**config.mk**
```make
export PLATFORM = sky130hd
export DESIGN_NAME = external_memory_bus_control
export DESIGN_NICKNAME = d
export VERILOG_FILES = /design/src/hdl/ext_bus_pkg.sv /design/src/hdl/pin_if.sv /design/src/hdl/external_memory_bus_control.sv /design/src/hdl/phase_timer.sv /design/src/hdl/pin_mux.sv
export SDC_FILE = /design/constraint.sdc
export NUM_CORES = 1
export LEC_CHECK = 0
export BUFFER_PORTS_ARGS = -buffer_cell sky130_fd_sc_hd__buf_2
export CORE_MARGIN = 2
export CORE_UTILIZATION = 40
export CTS_BUF_LIST = sky130_fd_sc_hd__clkbuf_4
export DETAILED_ROUTE_END_ITERATION = 16
export HOLD_SLACK_MARGIN = 0.15
export PLACE_DENSITY = 0.71
export SYNTH_ARGS = -nofsm -noshare
export SYNTH_HDL_FRONTEND = slang
export SYNTH_HIERARCHICAL = 1
export SYNTH_SLANG_ARGS = --single-unit
```
**constraint.sdc**
```tcl
create_clock -name mclk -period 5.7 [get_ports mclk]
set_clock_uncertainty 0.1 [all_clocks]
set_input_delay 1.71 -clock mclk [delete_from_list [all_inputs] [get_ports mclk]]
set_output_delay 1.71 -clock mclk [all_outputs]
set_load 0.01 [all_outputs]
```
**src/hdl/ext_bus_pkg.sv**
```systemverilog
package ext_bus_pkg;
  // ------------------------------------------------------------
  // timing
  // ------------------------------------------------------------
  localparam int CLK_NS = 10;
  localparam int TCY_NS = 40;
  localparam int ALE_NS = 10;
  localparam int TCY_CLKS = (TCY_NS + CLK_NS - 1) / CLK_NS;
  localparam int ALE_CLKS = (ALE_NS + CLK_NS - 1) / CLK_NS;
  localparam int CNT_W = 5;
  typedef logic [CNT_W-1:0] count_t;
  localparam count_t ALE_CNT = count_t'(ALE_CLKS);
  localparam count_t STROBE_CNT = count_t'(TCY_CLKS - ALE_CLKS);
  localparam count_t TCY_CNT = count_t'(TCY_CLKS);
  // ------------------------------------------------------------
  // register map
  // ------------------------------------------------------------
  localparam int REG_ADDR_W = 4;
  localparam logic [REG_ADDR_W-1:0] REG_BUS_CONTROL = 4'h0;
  localparam logic [REG_ADDR_W-1:0] REG_BUS_STATUS = 4'h1;
  localparam logic [7:0] CTRL_RESET = 8'h00;
  localparam logic [7:0] CTRL_WR_MASK = 8'hb3;
  localparam int REL_BIT = 7;
  localparam int WAIT_LSB = 4;
  localparam int WM_LSB = 0;
  localparam int WM_WORD_BIT = 1;
  localparam logic [1:0] WM_BYTE_SELECT = 2'h1;
  localparam logic [1:0] WAIT_NONE = 2'h3;
  localparam int ST_ACTIVE_BIT = 0;
  localparam int ST_RELEASED_BIT = 1;
  localparam int ST_OWNED_BIT = 2;
  // ------------------------------------------------------------
  // address width codes and pin layout
  // ------------------------------------------------------------
  localparam logic [1:0] ABW_20 = 2'h0;
  localparam logic [1:0] ABW_16 = 2'h1;
  localparam logic [1:0] ABW_12 = 2'h2;
  localparam logic [1:0] ABW_OFF = 2'h3;
  localparam int ADDR_W = 20;
  localparam int AD_W = 16;
  localparam int BYTE_W = 8;
  localparam int CTRL_W = 8;
  localparam int NPINS = 28;
  localparam int CTRL_LSB = 20;
  localparam int C_ALE = 0;
  localparam int C_OE = 1;
  localparam int C_WRL = 2;
  localparam int C_WRH = 3;
  localparam int C_BA0 = 4;
  localparam int C_CE = 5;
  localparam int C_LB = 6;
  localparam int C_UB = 7;
  localparam logic [ADDR_W-1:0] MASK_20 = 20'hfffff;
  localparam logic [ADDR_W-1:0] MASK_16 = 20'h0ffff;
  localparam logic [ADDR_W-1:0] MASK_12 = 20'h00fff;
  localparam logic [ADDR_W-1:0] MASK_NONE = 20'h00000;
  localparam logic [AD_W-1:0] MASK_DATA8 = 16'h00ff;

  typedef enum logic [1:0] {ST_IDLE, ST_ADDR, ST_DATA, ST_WAIT} bus_state_e;

  // lines that the configured address width hands to the bus
  function automatic logic [ADDR_W-1:0] lineMask(input logic [1:0] abw);
    unique case (abw)
      ABW_20: lineMask = MASK_20;
      ABW_16: lineMask = MASK_16;
      ABW_12: lineMask = MASK_12;
      ABW_OFF: lineMask = MASK_NONE;
    endcase
  endfunction
endpackage

```
**src/hdl/pin_if.sv**
```systemverilog
`timescale 1ns/1ps
`default_nettype none
// per-pin bus claim, value and drive between sequencer and pin mux
interface pin_if;
  logic [ext_bus_pkg::NPINS-1:0] busOwn;
  logic [ext_bus_pkg::NPINS-1:0] busOut;
  logic [ext_bus_pkg::NPINS-1:0] busOe;
  modport ctrl (output busOwn, output busOut, output busOe);
  modport mux (input busOwn, input busOut, input busOe);
endinterface
`default_nettype wire

```
**src/hdl/external_memory_bus_control.sv**
```systemverilog
`timescale 1ns/1ps
`default_nettype none
// Behaviour
// - release bit clear dedicates pins to bus
// - release bit set: ports, bus overrides accesses
// - release bit resets to zero
// - wait field adds three minus code cycles
// - word mode outputs full word, high strobe
// - byte select copies byte, high strobe, byte select
// - byte write copies byte, high or low strobe
// - write mode ignored on eight-bit bus
// - control register ignores writes when bus off
// - data width bit set selects sixteen bits
// - widths fixed, not software changeable
// - address width frees unused high lines
// - sixteen-bit addressing frees lines nineteen to sixteen
// - address and data share multiplexed lines
// - twenty lines, low sixteen carry data
// - twenty-eight pins including eight control pins
// - waits only when wait enable set
// - wait follows the table instruction cycle
// - idle owned bus: tri-state, strobes high
// - release deferred until executing internally
module external_memory_bus_control
  import ext_bus_pkg::*;
(
  input wire logic mclk,
  input wire logic rst,
  input wire logic [ext_bus_pkg::REG_ADDR_W-1:0] regAddr,
  input wire logic [7:0] regWdata,
  input wire logic regWr,
  input wire logic regRd,
  output logic [7:0] regRdata,
  input wire logic reqValid,
  output logic reqReady,
  input wire logic reqWrite,
  input wire logic [ext_bus_pkg::ADDR_W-1:0] reqAddr,
  input wire logic [7:0] tableLatch,
  output logic rspValid,
  output logic [ext_bus_pkg::AD_W-1:0] rspData,
  input wire logic runningExternal,
  input wire logic dataWidthSelect,
  input wire logic [1:0] addressWidthSelect,
  input wire logic waitEnable,
  input wire logic [ext_bus_pkg::NPINS-1:0] portOut,
  input wire logic [ext_bus_pkg::NPINS-1:0] portOe,
  input wire logic [ext_bus_pkg::NPINS-1:0] pinIn,
  output logic [ext_bus_pkg::NPINS-1:0] pinOut,
  output logic [ext_bus_pkg::NPINS-1:0] pinOe
);
  import ext_bus_pkg::*;

  pin_if pins ();

  // ------------------------------------------------------------
  // fixed configuration
  // ------------------------------------------------------------
  logic wide_q;
  logic [1:0] abw_q;
  logic waitEn_q;

  // straps are caught while reset is held and never again
  always_ff @(posedge mclk)
  begin
    if (rst)
    begin
      wide_q <= dataWidthSelect; // set selects 16-bit data
      abw_q <= addressWidthSelect;
      waitEn_q <= waitEnable;
    end
  end

  logic extMode;
  logic [ADDR_W-1:0] addrMask;
  logic [AD_W-1:0] dataMask;
  assign extMode = (abw_q != ABW_OFF);
  assign addrMask = lineMask(abw_q);
  // a 12-bit address width drops the upper data nibble
  assign dataMask = addrMask[AD_W-1:0] & (wide_q ? '1 : MASK_DATA8);

  // ------------------------------------------------------------
  // control register
  // ------------------------------------------------------------
  logic [7:0] ctrl_q;
  logic releaseEff_q;
  logic ctrlWr;
  logic statRd;
  logic ctrlRd;
  logic [1:0] waitField;
  logic [1:0] wmField;
  logic owned;
  bus_state_e state_q;

  // bus-off mode locks the register
  assign ctrlWr = regWr && (regAddr == REG_BUS_CONTROL) && extMode;
  assign ctrlRd = regRd && (regAddr == REG_BUS_CONTROL);
  assign statRd = regRd && (regAddr == REG_BUS_STATUS);
  assign waitField = ctrl_q[WAIT_LSB +: 2];
  assign wmField = ctrl_q[WM_LSB +: 2];

  // unimplemented bits never store
  always_ff @(posedge mclk)
  begin
    if (rst)
      ctrl_q <= CTRL_RESET; // bus enabled after reset
    else if (ctrlWr)
      ctrl_q <= regWdata & CTRL_WR_MASK;
  end

  // a release written from external code waits for internal execution
  always_ff @(posedge mclk)
  begin
    if (rst)
      releaseEff_q <= 1'b0;
    else if (!runningExternal)
      releaseEff_q <= ctrl_q[REL_BIT];
  end

  logic [7:0] statusWord;
  logic [7:0] regRdata_q;
  assign statusWord = {5'h00, owned, releaseEff_q, (state_q != ST_IDLE)};

  // read data stand only in the cycle after the strobe; unmapped read zero
  always_ff @(posedge mclk)
  begin
    if (rst)
      regRdata_q <= 8'h00;
    else
      regRdata_q <= ctrlRd ? ctrl_q : (statRd ? statusWord : 8'h00);
  end
  assign regRdata = regRdata_q;

  // ------------------------------------------------------------
  // bus cycle sequencer
  // ------------------------------------------------------------
  logic phaseLast;
  logic timerLoad;
  count_t timerVal;
  count_t waitCnt;
  logic [ADDR_W-1:0] addr_q;
  logic write_q;
  logic [BYTE_W-1:0] data_q;
  logic [BYTE_W-1:0] lowHeld_q;
  logic take;
  logic wordMode;
  logic holdOnly;
  logic strobeEnd;
  logic rspValid_q;
  logic [AD_W-1:0] rspData_q;
  bus_state_e state_d;

  // waits count only when enabled; code 11 adds none
  assign waitCnt = waitEn_q ? count_t'(WAIT_NONE - waitField) * TCY_CNT : '0;
  assign wordMode = wide_q && wmField[WM_WORD_BIT];
  assign reqReady = (state_q == ST_IDLE) && extMode;
  assign take = reqValid && reqReady;
  // word mode parks an even byte until its odd partner arrives
  assign holdOnly = take && reqWrite && wordMode && !reqAddr[0];
  assign strobeEnd = phaseLast &&
    (((state_q == ST_DATA) && (waitCnt == '0)) || (state_q == ST_WAIT));

  // next state and the length of the phase being entered
  always_comb
  begin
    state_d = state_q;
    timerLoad = 1'b0;
    timerVal = '0;
    unique case (state_q)
      ST_IDLE:
        if (take && !holdOnly)
        begin
          state_d = ST_ADDR;
          timerLoad = 1'b1;
          timerVal = ALE_CNT;
        end
      ST_ADDR:
        if (phaseLast)
        begin
          state_d = ST_DATA;
          timerLoad = 1'b1;
          timerVal = STROBE_CNT;
        end
      ST_DATA:
        if (phaseLast)
        begin
          // the wait follows the instruction cycle
          state_d = (waitCnt != '0) ? ST_WAIT : ST_IDLE;
          timerLoad = (waitCnt != '0);
          timerVal = waitCnt;
        end
      ST_WAIT:
        if (phaseLast)
          state_d = ST_IDLE;
    endcase
  end

  phase_timer u_timer (
    .mclk(mclk),
    .rst(rst),
    .load(timerLoad),
    .loadVal(timerVal),
    .last(phaseLast)
  );

  always_ff @(posedge mclk)
  begin
    if (rst)
      state_q <= ST_IDLE;
    else
      state_q <= state_d;
  end

  // request capture
  always_ff @(posedge mclk)
  begin
    if (rst)
    begin
      addr_q <= '0;
      write_q <= 1'b0;
      data_q <= '0;
      lowHeld_q <= '0;
    end
    else if (take)
    begin
      addr_q <= reqAddr;
      write_q <= reqWrite;
      data_q <= tableLatch;
      if (holdOnly)
        lowHeld_q <= tableLatch;
    end
  end

  // answer pulse at the end of the strobe, or right after a parked byte is taken; read word sampled at the strobe end
  always_ff @(posedge mclk)
  begin
    if (rst)
    begin
      rspValid_q <= 1'b0;
      rspData_q <= '0;
    end
    else
    begin
      rspValid_q <= holdOnly || strobeEnd;
      if (strobeEnd && !write_q)
        rspData_q <= pinIn[AD_W-1:0] & dataMask;
    end
  end
  assign rspValid = rspValid_q;
  assign rspData = rspData_q;

  // ------------------------------------------------------------
  // pin values
  // ------------------------------------------------------------
  logic active;
  logic strobing;
  logic wrLow;
  logic wrHigh;
  logic selLow;
  logic selHigh;
  logic byteSel;
  logic [AD_W-1:0] wrWord;
  logic [AD_W-1:0] adOut;
  logic [AD_W-1:0] adOe;
  logic [CTRL_W-1:0] ctrlOut;

  assign active = (state_q != ST_IDLE);
  assign strobing = (state_q == ST_DATA) || (state_q == ST_WAIT);
  assign byteSel = wide_q && (wmField == WM_BYTE_SELECT);
  // word mode sends the full word, other modes copy the byte
  assign wrWord = wordMode ? {data_q, lowHeld_q} : {data_q, data_q};
  // strobe choice per mode; narrow bus always uses the low strobe
  assign wrHigh = strobing && write_q && wide_q && (wordMode || byteSel || addr_q[0]);
  assign wrLow = strobing && write_q && (!wide_q || (!wordMode && !byteSel && !addr_q[0]));
  assign selHigh = strobing && write_q && byteSel && addr_q[0];
  assign selLow = strobing && write_q && byteSel && !addr_q[0];

  // address then data on the same lines
  assign adOut = (state_q == ST_ADDR) ? addr_q[AD_W-1:0] : wrWord;
  assign adOe = (state_q == ST_ADDR) ? addrMask[AD_W-1:0] :
    ((strobing && write_q) ? dataMask : '0); // idle lines float

  // active-low strobes idle high, latch and byte address idle low
  always_comb
  begin
    ctrlOut = '0;
    ctrlOut[C_ALE] = (state_q == ST_ADDR);
    ctrlOut[C_OE] = !(strobing && !write_q);
    ctrlOut[C_WRL] = !wrLow;
    ctrlOut[C_WRH] = !wrHigh;
    ctrlOut[C_BA0] = active && addr_q[0];
    ctrlOut[C_CE] = !active;
    ctrlOut[C_LB] = !selLow;
    ctrlOut[C_UB] = !selHigh;
  end

  // claim: dedicated while not released, else only during a cycle
  assign owned = extMode && (active || !releaseEff_q);
  // lines beyond the address width stay with the ports
  assign pins.busOwn = {{CTRL_W{owned}}, addrMask & {ADDR_W{owned}}};
  assign pins.busOut = {ctrlOut, addr_q[ADDR_W-1:AD_W], adOut};
  assign pins.busOe = {{CTRL_W{1'b1}},
    addrMask[ADDR_W-1:AD_W] & {(ADDR_W - AD_W){active}}, adOe};

  pin_mux u_mux (
    .bus(pins),
    .portOut(portOut),
    .portOe(portOe),
    .pinOut(pinOut),
    .pinOe(pinOe)
  );

  count_t waitSeen_q;
  // helper: cycles spent in the wait phase so far
  always_ff @(posedge mclk)
  begin
    if (rst || state_q != ST_WAIT)
      waitSeen_q <= '0;
    else
      waitSeen_q <= waitSeen_q + count_t'(1);
  end
endmodule
`default_nettype wire

```
**src/hdl/phase_timer.sv**
```systemverilog
`timescale 1ns/1ps
`default_nettype none
module phase_timer
  import ext_bus_pkg::*;
(
  input wire logic mclk,
  input wire logic rst,
  input wire logic load,
  input wire ext_bus_pkg::count_t loadVal,
  output logic last
);
  count_t cnt_q;
  count_t cnt_d;

  // a phase of N cycles sees N, N-1 .. 1; last marks its final cycle
  assign cnt_d = load ? loadVal : ((cnt_q != '0) ? cnt_q - count_t'(1) : cnt_q);
  assign last = (cnt_q == count_t'(1));

  always_ff @(posedge mclk)
  begin
    if (rst)
      cnt_q <= '0;
    else
      cnt_q <= cnt_d;
  end
endmodule
`default_nettype wire

```
**src/hdl/pin_mux.sv**
```systemverilog
`timescale 1ns/1ps
`default_nettype none
module pin_mux
  import ext_bus_pkg::*;
(
  pin_if.mux bus,
  input wire logic [ext_bus_pkg::NPINS-1:0] portOut,
  input wire logic [ext_bus_pkg::NPINS-1:0] portOe,
  output logic [ext_bus_pkg::NPINS-1:0] pinOut,
  output logic [ext_bus_pkg::NPINS-1:0] pinOe
);
  // the bus overrides port value and enable on each claimed pin
  for (genvar i = 0; i < NPINS; i++)
  begin : g_pin
    assign pinOut[i] = bus.busOwn[i] ? bus.busOut[i] : portOut[i];
    assign pinOe[i] = bus.busOwn[i] ? bus.busOe[i] : portOe[i];
  end
endmodule
`default_nettype wire

```
==> impl_metrics.py, run 1 <==
metrics = {
    "placed_design": {
        "hpwl_mm": 8.912,
        "pre_cts_slack_ns": 1.438,
        "place_inst": 773,
        "portBuffers": 199,
        "gp_congestion": 0.7790,
    },
    "clock_tree": {
        "postCtsHoldBufs": 0,
        "cts-htree-levels": 3,
        "cts_resized": 0,
        "clk_pin_slew_ns": 0.13,
        "cts_setup_buffers": 0,
        "cts_tree": "done",
        "cts-root-buf": "clkbuf_4",
        "numCtsBuffers": 9,
        "clockBufferDepth": 2,
        "cts_sinks": 77,
        "clock_latency_ns": 0.43,
    },
    "drt": {
        "drt_iter0_drc": 119,
        "drt_drc_violations_left": 0,
        "final_antenna_net_count": 0,
        "vias_per_cell": 4.982,
        "wl_per_cell_um": 14.87,
        "firstDrtPassIters": 4,
        "num_vias": 3931,
        "wl_mm": 11.73,
    },
    "final_layout": {
        "num_antenna_cells": 0,
        "fin_cells": 789,
        "final_util_pct": 53.03,
        "drive_gt1_share_pct": 41.50,
        "layout.nets": 785,
        "area_growth_pct": 29.87,
    },
    "global_routing": {
        "grt_pass1_vias": 3859,
        "grtUsageMet2_pct": 37.77,
        "met3_usage_pct": 4.598,
        "grt_most_used_layer": "met2",
        "grtUsageTotal_pct": 20.43,
        "grt_pass1_wl_mm": 18.30,
        "grt_use_met1_pct": 22.90,
        "grt_antenna_before_repair": 0,
        "grt_overflow": 0,
        "grt_max_degree": 51,
    },
    "floorplan": {
        "rows": 37,
        "core-area_um2": 10280,
        "fp.dieW_um": 106.4,
        "num_io_pins": 217,
        "die_area_um2": 11330,
        "initial_core_util_pct": 40.83,
        "fp.dieH_um": 106.4,
    },
    "worst_setup_path": {
        "critical_path_required_ns": 3.89,
        "slowest_delay_ns": 0.94,
        "critPathMaxFanout": 17,
        "cp_cell_sequence": "and2_0 > a21oi_2 > mux2_1 > buf_2",
        "worstPathArrival_ns": 2.91,
        "cp-start-kind": "flop",
        "endpoint_kind": "output pin",
        "slowest_stage": "a21oi_2",
        "path_class": "reg -> out",
    },
    "timing": {
        "hold_viol_final": 0,
        "max-slew-margin-rel_pct": 19.76,
        "final.setup.tns_ns": 0,
        "whs_ns": 0.3610,
        "min_period_over_period_pct": 82.76,
        "setup-violations-final": 0,
        "worst_pin_slew_ns": 1.200,
        "fin_crit_ns": 4.717,
        "max_freq_ghz": 0.2120,
        "setup_slack_ns": 0.9827,
        "slew_violations": 0,
        "rsz0062_at_grt": "false",
    },
    "power_and_ir_drop": {
        "leakage_uw": 0.002735,
        "power.density_nw_per_um2": 272.5,
        "irDropWorstVdd_v": 0.0001189,
    },
    "synthesis": {
        "syn_inst": 452,
        "yosysWarnings": 6,
        "synth_cell_types": 44,
        "synth-edff-count": 4,
        "synth_top_flop_cell": "dfxtp_1",
        "avgSynthCellArea_um2": 9.284,
        "yosys_register_bits": 77,
        "synthArstFlopShare_pct": 0,
        "seq_area_frac_synth_pct": 37.69,
        "syn-cell-area_um2": 4197,
    },
    "job": {
        "max-cap-violations": 0,
    },
    "hold_path": {
        "holdCritPathClass": "reg -> reg",
    },
    "outcome": {
        "status": "finished, final reports clean",
    },
}
==> routing by layer <==
metal	wire [µm]	part of all wire [%]
met5	0	0
met4	163	1.4
met3	840	7.2
met2	5990	51
met1	4740	40
==> synthesized netlist by cell type, drive strengths merged (3+ instances only) <==
cell type  count  share of area, %
a211oi         3              0.83
a21oi         39               4.7
and2           6              0.95
and3           3              0.45
buf           16               3.1
clkbuf         9              0.80
dfxtp         73                35
edfxtp         4               2.9
inv            7              0.63
mux2          64                20
mux2i         24               5.7
nand2         92               8.2
nand2b         5              0.75
nand3          4              0.60
nand3b        17               3.0
nor2          27               2.5
nor2b          5              0.75
nor3           5              0.60
nor4b          3              0.98
o21ai         27               3.2
==> flip-flops by register name, indices dropped and copies added (netlist names), 2 cells and up <==
signal	cells
abw_q	2
addr_q	20
ctrl_q	5
data_q	8
lowHeld_q	8
regRdata	6
rspData	16
state_q	2
u_timer/cnt_q	5
==> area by class of cell <==
type	instances	area, µm²
clock buffers	10	75.07
clock inverters	6	111.4
fillers	979	4827
inverters	7	26.28
multi-input cells	352	2475
flip-flops and latches	77	1582
well taps	136	170.2
repair buffers	201	1011
==> kinds of logic after synthesis <==
logic type,share of synthesized area [%]
AO/OA/AOI/OAI,10.38
XOR/XNOR,0.2087
adder cells (fa/ha/maj),0.5962
buffers and inverters,4.562
flip-flops,37.69
multiplexers,26.12
other,0.1790
AND/OR/NAND/NOR,20.27
==> placed cells by master (no fill, tap or decap), types with 4 or more instances in the layout <==
cell | synthesis | layout
and2_1 | 4 | 4
o21ai_0 | 22 | 22
a21oi_1 | 39 | 37
conb_1 | 2 | 11
edfxtp_1 | 4 | 4
nand2_1 | 92 | 92
nor2b_1 | 5 | 4
clkbuf_4 | 0 | 10
buf_2 | 6 | 199
mux2_1 | 20 | 20
mux2i_1 | 24 | 24
nor2_1 | 26 | 26
o21ai_1 | 5 | 5
dfxtp_1 | 73 | 73
nand3b_1 | 17 | 17
nor3_1 | 5 | 5
mux2_4 | 36 | 36
mux2_2 | 8 | 8
nand2b_1 | 5 | 5
inv_1 | 7 | 7
==> final timing paths <==
path | from | to | slack, ns | depth (start not counted)
worst max-delay path | abw_q[1] | pinOut[25] | 0.98 | 4
worst min-delay path | addr_q[13] | addr_q[13] | 0.36 | 2
worst max register to register | state_q[0] | u_timer/cnt_q[1] | 2.98 | 5
worst min register to register | addr_q[13] | addr_q[13] | 0.36 | 2
==> stage by stage <==
| step | power [µW] | cell area, µm² |
|---|---|---|
| final | 1485 | 5450 |
| after CTS | 1499 | 5450 |
| after global routing | 1564 | 5450 |
| after detailed placement | 1075 | 5264 |
| after global placement | 1060 | 5264 |
| after floorplan | 934.2 | 4230 |
==> critical path: cells and delay by family (launching register included) <==
kind,cells,cell delay [ns]
muxes,1,0.39
AOI/OAI and AO/OA,1,0.94
buffers and inverters,1,0.14
and+or+nand+nor,1,0.44
DFF,1,0.56
==> power breakdown <==
group          total [µW]  switching (µW)  internal [µW]
combinational         447             231            216
clock                 423             196            227
sequential            615            37.0            578
No activity file was read; power rests on OpenSTA's default activity.
==> inputs of run 2 (changes only) <==
--- a/config.mk
+++ b/config.mk
@@ -5,6 +5,7 @@
 export SDC_FILE = /design/constraint.sdc
 export NUM_CORES = 1
 export LEC_CHECK = 0
+export ABC_AREA = 1
 export BUFFER_PORTS_ARGS = -buffer_cell sky130_fd_sc_hd__buf_2
 export CORE_MARGIN = 2
 export CORE_UTILIZATION = 40
==> constraint.sdc (replaced) <==
create_clock -name mclk -period 4.5 [get_ports mclk]
set_clock_uncertainty 0.1 [all_clocks]
set_input_delay 1.35 -clock mclk [delete_from_list [all_inputs] [get_ports mclk]]
set_output_delay 1.35 -clock mclk [all_outputs]
set_load 0.01 [all_outputs]
==> run 2 against run 1 <==
Against the previous run: routed wire length increased by 5.6%; sequential share of layout area decreased by 0.59 points; clock power increased by 9.5%; synthesized cell count increased by 56%; non-clock buffer count increased by 3; core utilization increased by 0.62 points; final area increased by 2.1%; count of clock-buffer cells in the layout decreased by 1; final cell count increased by 33%; register-to-register slack got worse by 1.0 ns; worst setup slack got worse by 0.55 ns; die area increased by 2.5%.
==> impl_metrics.py, run 2 <==
metrics = {
    "synthesis": {
        "seq_area_frac_synth_pct": 36.73,
        "synth-edff-count": 4,
        "synth_top_flop_cell": "dfxtp_1",
        "synthArstFlopShare_pct": 0,
        "synth_common_cells": "nand2_1 (296), inv_1 (87), dfxtp_1 (73)",
        "yosysWarnings": 6,
        "syn-cell-area_um2": 4305,
        "yosysMostFrequentCell": "nand2_1",
        "synth-xor-area-share_pct": 0,
        "synthMuxAreaShare_pct": 0,
        "yosys_register_bits": 77,
        "synth.top_cell.area_share_pct": 33.94,
        "synth_compound_area_share_pct": 12.18,
        "synth_area_leaders": "dfxtp_1 (34%), nand2_1 (26%), inv_1 (7.6%), nor2_1 (6.3%), a21oi_1 (4.8%)",
        "synth-adder-area-share_pct": 0.5812,
        "synth_cell_types": 35,
        "yosys.area.top_type": "dfxtp_1",
        "syn_inst": 705,
        "yosys.area_share.simple_pct": 39.09,
        "avgSynthCellArea_um2": 6.107,
        "synth_top_family_by_area": "simple AND/OR/NAND/NOR gates",
    },
    "job": {
        "max-cap-violations": 0,
    },
    "global_routing": {
        "grt_pass1_vias": 4392,
        "grt_overflow": 0,
        "grt_antenna_before_repair": 0,
        "grt_max_degree": 47,
        "grt_pass1_wl_mm": 20.03,
        "grtUsageTotal_pct": 21.65,
    },
    "timing": {
        "rsz0062_at_grt": "false",
        "slew_violations": 0,
        "setup_slack_ns": 0.4330,
        "min_period_over_period_pct": 90.38,
        "setup-violations-final": 0,
        "final.setup.tns_ns": 0,
        "max_freq_ghz": 0.2459,
        "worst_pin_slew_ns": 0.8096,
        "max-slew-margin-rel_pct": 45.97,
        "fin_crit_ns": 4.067,
        "hold_viol_final": 0,
    },
    "final_layout": {
        "layout_common_cells": "nand2_1 (296), buf_2 (199), inv_1 (87)",
        "layout.nets": 1043,
        "area_growth_pct": 29.24,
        "multi_input_area_um2": 2273,
        "nFillCells": 1138,
        "register_area_um2": 1582,
        "largest_register_ffs": 20,
        "num_antenna_cells": 0,
        "largest-register": "addr_q",
        "final_common_cell": "nand2_1",
        "drive_gt1_share_pct": 26.34,
    },
    "clock_tree": {
        "cts-htree-levels": 3,
        "cts_resized": 0,
        "cts_tree": "done",
        "cts_sinks": 77,
        "numCtsBuffers": 9,
        "clk_pin_slew_ns": 0.15,
        "cts_setup_buffers": 0,
        "cts-root-buf": "clkbuf_4",
        "postCtsHoldBufs": 0,
        "clock_latency_ns": 0.42,
        "clockBufferDepth": 2,
    },
    "drt": {
        "drt_drc_violations_left": 0,
        "final_antenna_net_count": 0,
        "wl_mm": 12.39,
        "num_vias": 4731,
        "firstDrtPassIters": 4,
        "drt_iter0_drc": 239,
        "wl_per_cell_um": 11.84,
        "vias_per_cell": 4.519,
    },
    "floorplan": {
        "num_io_pins": 217,
        "die_area_um2": 11610,
        "initial_core_util_pct": 41.52,
        "rows": 37,
        "fp.dieW_um": 107.7,
        "fp.dieH_um": 107.7,
        "core-area_um2": 10370,
    },
    "placed_design": {
        "hpwl_mm": 9.287,
        "portBuffers": 199,
        "gp_congestion": 0.8120,
        "pre_cts_slack_ns": 0.8538,
    },
    "worst_setup_path": {
        "critPathMaxFanout": 25,
        "path_class": "reg -> out",
        "endpoint_kind": "output pin",
        "cp_cell_sequence": "nand2_2 > nand2_1 > inv_1 > buf_4 > inv_1 > nand2_1 > nand2_1 > buf_2",
        "worstPathArrival_ns": 2.62,
        "crit_top_cell": "nand2_1",
        "critical_path_required_ns": 3.05,
        "cp-start-kind": "flop",
        "slowest_delay_ns": 0.50,
        "slowest_stage": "edfxtp_1",
    },
    "power_and_ir_drop": {
        "leakage_uw": 0.003106,
        "swShare_pct": 40.49,
        "p_int_uw": 1253,
        "power.share.clock_pct": 22.0,
        "irDropWorstVdd_v": 0.0001677,
        "power.density_nw_per_um2": 378.4,
        "pwr-share-comb_pct": 38.9,
        "p_switching_uw": 852.4,
        "p_seq_share_pct": 39.0,
    },
    "hold_path": {
        "holdCritPathClass": "reg -> reg",
    },
    "outcome": {
        "status": "finished, final reports clean",
    },
}
[run 2: kinds of logic (layout without fill, tap and decap cells)]
family	count (synthesis)	in the layout
adder cells (fa/ha/maj)	2	2
flip-flops	77	77
buffers and inverters	116	313
AO/OA/AOI/OAI	100	100
AND/OR/NAND/NOR	408	408
other	2	11
[run 2: area by class of cell]
type | count | area share, %
inverter | 93 | 6.296
multi-input combinational | 521 | 40.86
clock inverter | 7 | 1.574
sequential | 77 | 28.42
clock buffer | 9 | 1.214
timing repair buffer | 204 | 18.57
tap | 136 | 3.058
[run 2: power by group through the flow]
| stage | Sequential, µW | Combinational (µW) | Clock [µW] |
|---|---|---|---|
| 5_1_grt | 834 | 946 | 508 |
| 3_3_place_gp | 835 | 820 | 0 |
| 4_1_cts | 822 | 828 | 477 |
| 2_1_floorplan | 824 | 577 | 0 |
| 3_5_place_dp | 838 | 825 | 0 |
| 6_report | 822 | 820 | 463 |
[run 2: per-stage QoR]
step	std cells	power [µW]	util [%]	area, µm²	hold slack (ns)
after global routing	1047	2288	53.66	5564	0.3853
after global placement	1031	1655	52.16	5409	0.3357
after detailed placement	1031	1663	52.16	5409	0.3398
after CTS	1047	2127	53.66	5564	0.3602
after floorplan	714	1401	-	4339	0.3246
final	1047	2105	53.66	5564	0.3590
[run 2: metal layers]
metal	track usage [%]	vias to the layer above	part of all wire, %
li1	-	2557	-
met1	25.74	2000	43
met2	38.41	158	47
met3	5.085	16	8.3
met4	6.685	0	1.8
met5	0	-	0
[run 2: path summary, 6_finish.rpt]
path / from / end / slack, ns / cells past startpoint
min: addr_q[3] / addr_q[3] / 0.36 / 2
max: abw_q[1] / pinOe[10] / 0.43 / 8
max reg2reg: abw_q[1] / u_timer/cnt_q[1] / 1.98 / 11
min reg2reg: addr_q[3] / addr_q[3] / 0.36 / 2
[run 2: critical path, delay by kind of cell (launching register included)]
family | cells | cell delay, ns
flops | 1 | 0.50
simple gates | 4 | 0.74
buf+inv | 4 | 0.95
